===== src/core/fpl_consts.svh =====
// Offsets, field positions, reset values and timing figures of the front-panel block
`ifndef FPL_CONSTS_SVH
`define FPL_CONSTS_SVH
`define FPL_IO_ADDR_W 16
`define FPL_OUT_BYTE1_ADDR 16'h0435
`define FPL_OUT_BYTE3_ADDR 16'h0437
`define FPL_USER1_BIT 4
`define FPL_USER2_BIT 0
`define FPL_SEL_HI 6
`define FPL_SEL_LO 5
`define FPL_OUT_BYTE1_RST 8'h00
`define FPL_OUT_BYTE3_RST 8'h60
`define FPL_UNMAPPED_RDATA 8'h00
`define FPL_SEL_SOLID_GREEN 2'h0
`define FPL_SEL_BLINK_GREEN 2'h1
`define FPL_SEL_SOLID_AMBER 2'h2
`define FPL_SEL_BLINK_AMBER 2'h3
`define FPL_CLK_HZ 100000000
`define FPL_POWER_OFF_HOLD_S 4
`define FPL_DEBOUNCE_MS 10
`define FPL_BLINK_HALF_MS 500
`define FPL_ACT_BLINK_HALF_MS 50
`endif


===== src/core/fpl_pkg.sv =====
// Types shared by the front-panel modules
package fpl_pkg;
  typedef logic [1:0] fpl_sel_t;
  typedef logic [7:0] fpl_byte_t;
  typedef logic [31:0] fpl_cnt_t;
endpackage : fpl_pkg


===== src/core/fpl_sw_if.sv =====
// Carrier between a switch debouncer and the panel logic
`timescale 1ns/1ns
`default_nettype none
interface fpl_sw_if;
  logic pin_n;
  logic level;
  logic press;
  modport deb (input pin_n, output level, output press);
  modport user (output pin_n, input level, input press);
endinterface : fpl_sw_if
`default_nettype wire


===== src/core/fpl_debounce.sv =====
// Synchroniser and debouncer for one active-low panel switch
`timescale 1ns/1ns
`default_nettype none
module fpl_debounce
  import fpl_pkg::*;
#(
  parameter fpl_cnt_t CYC = 32'd1000000
)(
  input wire logic clk_i,
  input wire logic resetn_i,
  fpl_sw_if.deb sw
);
  typedef struct packed {
    logic s1;
    logic s2;
    logic level;
    logic press;
    fpl_cnt_t cnt;
  } fpl_deb_s;

  fpl_deb_s st_r;
  fpl_deb_s st_nxt;

  always_comb
  begin
    st_nxt = st_r;
    // Raw pin goes straight into the sync pair; inversion only after it
    st_nxt.s1 = sw.pin_n;
    st_nxt.s2 = st_r.s1;
    st_nxt.press = 1'b0;
    if ((!st_r.s2) != st_r.level)
    begin
      st_nxt.cnt = st_r.cnt + 32'd1;
      // Level changes only after a full quiet interval
      if (st_r.cnt >= CYC - 32'd1)
      begin
        st_nxt.cnt = '0;
        st_nxt.level = !st_r.s2;
        st_nxt.press = !st_r.s2;
      end
    end
    else
    begin
      st_nxt.cnt = '0;
    end
  end

  always_ff @(posedge clk_i)
  begin
    if (!resetn_i)
    begin
      // Sync pair starts at the released level, so no false press after reset
      st_r <= '0;
      st_r.s1 <= 1'b1;
      st_r.s2 <= 1'b1;
    end
    else
    begin
      st_r <= st_nxt;
    end
  end

  assign sw.level = st_r.level;
  assign sw.press = st_r.press;
endmodule : fpl_debounce
`default_nettype wire


===== src/core/fpl_front_panel.sv =====
// Front-panel LED and push-button control with its output-byte registers
`timescale 1ns/1ns
`default_nettype none
`include "fpl_consts.svh"
module fpl_front_panel
  import fpl_pkg::*;
#(
  parameter fpl_cnt_t HOLD_OFF_CYC = `FPL_POWER_OFF_HOLD_S * `FPL_CLK_HZ,
  parameter fpl_cnt_t DEBOUNCE_CYC = `FPL_DEBOUNCE_MS * (`FPL_CLK_HZ / 1000),
  parameter fpl_cnt_t BLINK_HALF_CYC = `FPL_BLINK_HALF_MS * (`FPL_CLK_HZ / 1000),
  parameter fpl_cnt_t ACT_HALF_CYC = `FPL_ACT_BLINK_HALF_MS * (`FPL_CLK_HZ / 1000)
)(
  input wire logic clk_i,
  input wire logic resetn_i,
  input wire logic io_wr_i,
  input wire logic io_rd_i,
  input wire logic [`FPL_IO_ADDR_W-1:0] io_addr_i,
  input wire logic [7:0] io_wdata_i,
  output logic [7:0] io_rdata_o,
  input wire logic power_sw_n_i,
  input wire logic sleep_sw_n_i,
  input wire logic reset_sw_n_i,
  input wire logic nmi_button_line_n_i,
  input wire logic [2:0] disk_act_i,
  input wire logic [1:0] lan_link_i,
  input wire logic [1:0] lan_act_i,
  input wire logic [1:0] lan_speed100_i,
  output logic power_led_o,
  output logic fault_led_o,
  output logic user_led_one_output_o,
  output logic user_led_two_output_o,
  output logic disk_led_o,
  output logic [1:0] lan_act_led_o,
  output logic [1:0] lan_speed_led_o,
  output logic power_on_req_o,
  output logic power_off_req_o,
  output logic sleep_req_o,
  output logic sys_reset_o,
  output logic nmi_o
);
  typedef struct packed {
    fpl_byte_t out_byte1;
    fpl_byte_t out_byte3;
    fpl_byte_t rdata;
    logic [8:0] s1;
    logic [8:0] s2;
    fpl_cnt_t blink_cnt;
    logic blink;
    fpl_cnt_t act_cnt;
    logic act_blink;
    logic [1:0] act_seen;
    fpl_cnt_t hold_cnt;
    logic off_done;
    logic power_led;
    logic fault_led;
    logic user1;
    logic user2;
    logic disk;
    logic [1:0] act_led;
    logic [1:0] spd_led;
    logic on_req;
    logic off_req;
    logic sleep_req;
    logic rst_req;
    logic nmi;
  } fpl_top_s;

  fpl_top_s st_r;
  fpl_top_s st_nxt;

  fpl_sw_if pwr_sw();
  fpl_sw_if slp_sw();
  fpl_sw_if rst_sw();
  fpl_sw_if nmi_sw();

  assign pwr_sw.pin_n = power_sw_n_i;
  assign slp_sw.pin_n = sleep_sw_n_i;
  assign rst_sw.pin_n = reset_sw_n_i;
  assign nmi_sw.pin_n = nmi_button_line_n_i;

  fpl_debounce #(.CYC(DEBOUNCE_CYC)) u_pwr_deb (.clk_i(clk_i), .resetn_i(resetn_i), .sw(pwr_sw.deb));
  fpl_debounce #(.CYC(DEBOUNCE_CYC)) u_slp_deb (.clk_i(clk_i), .resetn_i(resetn_i), .sw(slp_sw.deb));
  fpl_debounce #(.CYC(DEBOUNCE_CYC)) u_rst_deb (.clk_i(clk_i), .resetn_i(resetn_i), .sw(rst_sw.deb));
  fpl_debounce #(.CYC(DEBOUNCE_CYC)) u_nmi_deb (.clk_i(clk_i), .resetn_i(resetn_i), .sw(nmi_sw.deb));

  // Half-period divider step; reports the wrap, the caller clears the count
  function automatic logic div_wrap(input fpl_cnt_t cnt, input fpl_cnt_t half);
    div_wrap = (cnt >= half - 32'd1);
  endfunction : div_wrap

  fpl_sel_t sel;
  logic [2:0] disk_s;
  logic [1:0] link_s;
  logic [1:0] act_s;
  logic [1:0] spd_s;

  assign sel = st_r.out_byte3[`FPL_SEL_HI:`FPL_SEL_LO];
  assign disk_s = st_r.s2[2:0];
  assign link_s = st_r.s2[4:3];
  assign act_s = st_r.s2[6:5];
  assign spd_s = st_r.s2[8:7];

  always_comb
  begin
    st_nxt = st_r;
    st_nxt.s1 = {lan_speed100_i, lan_act_i, lan_link_i, disk_act_i};
    st_nxt.s2 = st_r.s1;

    if (io_wr_i && io_addr_i == `FPL_OUT_BYTE1_ADDR)
      st_nxt.out_byte1 = io_wdata_i;
    if (io_wr_i && io_addr_i == `FPL_OUT_BYTE3_ADDR)
      st_nxt.out_byte3 = io_wdata_i;
    // Read data held until the next read
    if (io_rd_i)
    begin
      if (io_addr_i == `FPL_OUT_BYTE1_ADDR)
        st_nxt.rdata = st_r.out_byte1;
      else if (io_addr_i == `FPL_OUT_BYTE3_ADDR)
        st_nxt.rdata = st_r.out_byte3;
      else
        st_nxt.rdata = `FPL_UNMAPPED_RDATA;
    end

    // Free-running dividers, never stopped so patterns stay in phase
    st_nxt.blink_cnt = st_r.blink_cnt + 32'd1;
    if (div_wrap(st_r.blink_cnt, BLINK_HALF_CYC))
    begin
      st_nxt.blink_cnt = '0;
      st_nxt.blink = ~st_r.blink;
    end
    st_nxt.act_cnt = st_r.act_cnt + 32'd1;
    st_nxt.act_seen = st_r.act_seen | act_s;
    if (div_wrap(st_r.act_cnt, ACT_HALF_CYC))
    begin
      st_nxt.act_cnt = '0;
      st_nxt.act_blink = ~st_r.act_blink;
      st_nxt.act_seen = act_s;
    end

    case (sel)
      `FPL_SEL_SOLID_GREEN:
      begin
        st_nxt.power_led = 1'b1;
        st_nxt.fault_led = 1'b0;
      end
      `FPL_SEL_BLINK_GREEN:
      begin
        st_nxt.power_led = st_r.blink;
        st_nxt.fault_led = 1'b0;
      end
      `FPL_SEL_SOLID_AMBER:
      begin
        st_nxt.power_led = 1'b0;
        st_nxt.fault_led = 1'b1;
      end
      `FPL_SEL_BLINK_AMBER:
      begin
        st_nxt.power_led = 1'b0;
        st_nxt.fault_led = st_r.blink;
      end
      default:
      begin
        st_nxt.power_led = 1'b0;
        st_nxt.fault_led = 1'b0;
      end
    endcase

    st_nxt.user1 = st_r.out_byte3[`FPL_USER1_BIT];
    st_nxt.user2 = st_r.out_byte1[`FPL_USER2_BIT];
    st_nxt.disk = |disk_s;
    // Traffic darkens the LED on alternate phases, so traffic seen in a phase with act_blink high makes it blink at the fixed rate
    st_nxt.act_led = link_s & ~(st_r.act_seen & {2{st_r.act_blink}});
    st_nxt.spd_led = spd_s;

    st_nxt.on_req = pwr_sw.press;
    st_nxt.off_req = 1'b0;
    if (pwr_sw.level)
    begin
      if (!st_r.off_done)
        st_nxt.hold_cnt = st_r.hold_cnt + 32'd1;
      // One off request per hold, however long the button stays down
      if (!st_r.off_done && st_r.hold_cnt >= HOLD_OFF_CYC - 32'd1)
      begin
        st_nxt.off_req = 1'b1;
        st_nxt.off_done = 1'b1;
      end
    end
    else
    begin
      st_nxt.hold_cnt = '0;
      st_nxt.off_done = 1'b0;
    end
    st_nxt.sleep_req = slp_sw.press;
    st_nxt.rst_req = rst_sw.press;
    st_nxt.nmi = nmi_sw.level;
  end

  always_ff @(posedge clk_i)
  begin
    if (!resetn_i)
    begin
      st_r <= '0;
      st_r.out_byte1 <= `FPL_OUT_BYTE1_RST;
      st_r.out_byte3 <= `FPL_OUT_BYTE3_RST;
    end
    else
    begin
      st_r <= st_nxt;
    end
  end

  assign io_rdata_o = st_r.rdata;
  assign power_led_o = st_r.power_led;
  assign fault_led_o = st_r.fault_led;
  assign user_led_one_output_o = st_r.user1;
  assign user_led_two_output_o = st_r.user2;
  assign disk_led_o = st_r.disk;
  assign lan_act_led_o = st_r.act_led;
  assign lan_speed_led_o = st_r.spd_led;
  assign power_on_req_o = st_r.on_req;
  assign power_off_req_o = st_r.off_req;
  assign sleep_req_o = st_r.sleep_req;
  assign sys_reset_o = st_r.rst_req;
  assign nmi_o = st_r.nmi;
endmodule : fpl_front_panel
`default_nettype wire


===== config.mk =====
export PLATFORM = sky130hd
export DESIGN_NAME = fpl_front_panel
export DESIGN_NICKNAME = d
export VERILOG_FILES = /design/src/core/fpl_pkg.sv /design/src/core/fpl_sw_if.sv /design/src/core/fpl_debounce.sv /design/src/core/fpl_front_panel.sv
export VERILOG_INCLUDE_DIRS = /design/src /design/src/core
export SDC_FILE = /design/constraint.sdc
export NUM_CORES = 1
export LEC_CHECK = 0
export BUFFER_PORTS_ARGS = -buffer_cell sky130_fd_sc_hd__buf_2
export CAP_MARGIN = 10
export CORE_MARGIN = 8
export CORE_UTILIZATION = 39
export CTS_BUF_LIST = sky130_fd_sc_hd__clkbuf_8 sky130_fd_sc_hd__clkbuf_16
export CTS_CLUSTER_SIZE = 24
export DETAILED_ROUTE_END_ITERATION = 10
export PLACE_DENSITY = 0.66
export SLEW_MARGIN = 25
export SYNTH_ARGS = -nofsm -noshare
export SYNTH_HDL_FRONTEND = slang
export SYNTH_SLANG_ARGS = --single-unit

===== constraint.sdc =====
create_clock -name clk_i -period 2.25 [get_ports clk_i]
set_clock_uncertainty 0.15 [all_clocks]
set_input_delay 0.3375 -clock clk_i [delete_from_list [all_inputs] [get_ports clk_i]]
set_output_delay 0.3375 -clock clk_i [all_outputs]
set_load 0.02 [all_outputs]

==> impl_metrics.json <==
{
  "slew_headroom_pct": 57.3,
  "synth_cells": 1179,
  "layout.cells.non_filler": 1751,
  "async_flop_share_pct": 0,
  "grt-ovfl-total": 0,
  "rows": 61,
  "dr.pass1.iters": 5,
  "syn_area_per_cell_sq_um": 9.42,
  "ant_nets": 0,
  "portBuffers": 62,
  "core_area_sq_um": 27900,
  "synth_edf_count": 0,
  "grtUsageTotal_pct": 12.4,
  "grt_max_degree": 44,
  "ys_warn_count": 0,
  "finalSetupTns_ns": -2.92,
  "cts_tree": "yes",
  "drive_gt1_share_pct": 13.1,
  "drt-initial-drc-count": 369,
  "synthDistinctLibCells": 51,
  "final_nets": 1401,
  "worstSetupPathType": "flip-flop to flip-flop",
  "fillers": 2625,
  "arrival_ns": 2.72,
  "critPathMaxFanout": 5,
  "synth_mux_area_share_pct": 1.89,
  "synth_fa_ha_area_share_pct": 0.789,
  "die_x_microns": 185,
  "synthSimpleGateAreaFrac_pct": 25.5,
  "start_kind": "flip-flop",
  "design.die.area_sq_um": 34100,
  "synthesis.area_sq_um": 11100,
  "gp_congestion": 0.780,
  "fin_crit_ns": 2.43,
  "p_total_uw": 11100,
  "cts_buffers": 34,
  "ys.flop_type": "dfxtp_1",
  "start_util_pct": 39.8,
  "fin_crit_sh_pct": 108,
  "antenna_found_initial": 0,
  "drc_errors": 0,
  "critical_path_required_ns": 2.54,
  "clock-sinks": 300,
  "cap_violations": 0,
  "wire_per_inst_microns": 12.0,
  "clk_pin_slew_ns": 0.06,
  "synth-compound-area-share_pct": 3.22,
  "cts_root_buffer": "clkbuf_16",
  "p_leak_uw": 0.00490,
  "htreeDepth": 2,
  "viasPerCell": 4.64,
  "layout_setup_ws_ns": -0.176,
  "routed_wl_microns": 21000,
  "area_growth_pct": 23.0,
  "place_ws_ns": -0.254,
  "cts_max_path_buffers": 3,
  "slew_violations": 0,
  "die_y_microns": 185,
  "num_antenna_cells": 0,
  "synth_top_family_by_area": "simple AND/OR/NAND/NOR gates",
  "hold_slack_ns": 0.0416,
  "rsz0062_at_grt": "yes",
  "vias": 8117,
  "cts_setup_buffers": 0,
  "setup_viol_count_final": 20,
  "boundaryPins": 63,
  "status": "complete, but fails checks",
  "cp-end-kind": "flip-flop",
  "grt_pass1_vias": 7850,
  "fmax_mhz": 412,
  "power_density_nw_per_um2": 815,
  "violations": "setup timing",
  "clk_latency_ns": 0.50,
  "synth_seq_cells": 300,
  "finalHoldViolCount": 0,
  "synthXorXnorAreaFrac_pct": 11.5,
  "ir_drop_uv": 540,
  "grt_pass1_wl_microns": 35900,
  "hpwl_microns": 14000,
  "dp_cells": 1672,
  "hold_path.class": "primary input to flip-flop",
  "worst_pin_slew_ns": 0.634,
  "ys_seq_area_share_pct": 54.1
}
==> power by group <==
group / total (uW) / internal, uW / switching [uW] / leakage, uW
logic: 179 / 87.3 / 92.0 / 0.00187
registers: 5440 / 5410 / 26.5 / 0.00245
clock network: 5510 / 3460 / 2050 / 0.000582
==> metal layers <==
| layer | wire [microns] | vias up | track usage [%] |
|---|---|---|---|
| met5 | 0 | - | 0 |
| li1 | - | 4281 | - |
| met2 | 9580 | 100 | 20.8 |
| met1 | 10200 | 3701 | 15.5 |
| met4 | 479 | 0 | 4.45 |
| met3 | 774 | 35 | 2.64 |
==> cells in the final DEF (no fill, tap or decap), types with 14 or more instances in the layout <==
master         Yosys  layout
nor3_1            32      32
dlygate4sd3_1      0      20
and2_1            32      32
xor2_1            79      79
o21ai_0           21      20
nand4_1           39      39
buf_2              0      62
inv_1             26      31
a21oi_1           14      14
nand2_1           93      93
nor2_1           191     178
dfxtp_1          300     299
conb_1             1      63
xnor2_1           67      67
clkbuf_16          0      35
nor4_1            40      38
mux2i_1           21      21
nand3_1           77      77
buf_4             12      34
==> metrics by stage <==
stage / area [sq um] / util, %
floorplan: 11300 / -
detailed placement: 12200 / 43.6
global route: 13700 / 48.9
CTS: 13600 / 48.6
finish: 13700 / 48.9
global placement: 12200 / 43.6
==> cell type report <==
class	instances	area, sq um	share of cell area, %
clock inverter	15	173	1.26
multi-input combinational	873	5150	37.7
clock buffer	41	958	7.02
inverter	26	97.6	0.715
timing repair buffer	118	797	5.84
tap	378	473	3.46
sequential	300	6010	44.0
==> worst max-delay path, stage by stage, from the launching register on <==
cell	delay, ns
dfxtp_2	0.31
or4_4	0.52
or4_4	0.43
o211a_4	0.27
or4_4	0.56
nor2_2	0.12
==> worst paths after layout <==
path / start / to / slack, ns / cells after the start
setup / recovery: u_rst_deb.st_r[13]$_SDFF_PP0_ / u_rst_deb.st_r[19]$_SDFF_PP0_ / -0.18 / 5
hold / removal: io_wdata_i[3] / st_r[152]$_SDFFE_PN0P_ / 0.04 / 3
setup reg to reg: u_rst_deb.st_r[13]$_SDFF_PP0_ / u_rst_deb.st_r[19]$_SDFF_PP0_ / -0.18 / 5
hold reg to reg: u_pwr_deb.st_nxt[34]$_SDFF_PN1_ / u_pwr_deb.st_r[34]$_SDFF_PN1_ / 0.26 / 1
==> flip-flops by register name (all words and copies together) (netlist names), 2 cells and up <==
| register | flops |
|---|---|
| disk_s | 3 |
| u_slp_deb.st_r | 33 |
| u_nmi_deb.st_r | 33 |
| act_s | 2 |
| link_s | 2 |
| st_nxt | 11 |
| lan_speed_led_o | 2 |
| lan_act_led_o | 2 |
| sel | 2 |
| u_rst_deb.st_r | 33 |
| spd_s | 2 |
| st_r | 113 |
| u_pwr_deb.st_r | 33 |
| io_rdata_o | 8 |
==> cell usage after synthesis (3+ instances only) <==
| master | instances | area, sq um |
|---|---|---|
| dfxtp_1 | 300 | 6010 |
| nor2_1 | 191 | 717 |
| nand2_1 | 93 | 349 |
| xor2_1 | 79 | 692 |
| nand3_1 | 77 | 385 |
| xnor2_1 | 67 | 587 |
| nor4_1 | 40 | 250 |
| nand4_1 | 39 | 244 |
| and2_1 | 32 | 200 |
| nor3_1 | 32 | 160 |
| clkbuf_1 | 30 | 113 |
| inv_1 | 26 | 97.6 |
| mux2i_1 | 21 | 210 |
| o21ai_0 | 21 | 105 |
| a21oi_1 | 14 | 70.1 |
| and3_1 | 13 | 81.3 |
| and4_1 | 12 | 105 |
| buf_4 | 12 | 90.1 |
| nand2b_1 | 11 | 68.8 |
| or4_1 | 8 | 60.1 |
| ha_1 | 7 | 87.6 |
| or3_1 | 6 | 37.5 |
| nor3b_1 | 4 | 30.0 |
| a211oi_1 | 3 | 22.5 |
| a21boi_0 | 3 | 22.5 |
| a31oi_1 | 3 | 18.8 |
| nor2b_1 | 3 | 18.8 |
| nor4bb_1 | 3 | 30.0 |
==> what timing repair did <==
item                       4_1_cts  5_1_grt
resized for setup               10       23
hold endpoints to repair        26        0
setup endpoints to repair       20       92
hold buffers                    20        0
pin swaps                       18        2
cloned                           3        0
==> cell families after synthesis <==
group / after synthesis
AND/OR/NAND/NOR: 575
flip-flops: 300
XOR/XNOR: 146
buffers and inverters: 71
AO/OA/AOI/OAI: 58
multiplexers: 21
adder cells (fa/ha/maj): 7
other: 1
Note: power is estimated with default switching activity, not from simulation.
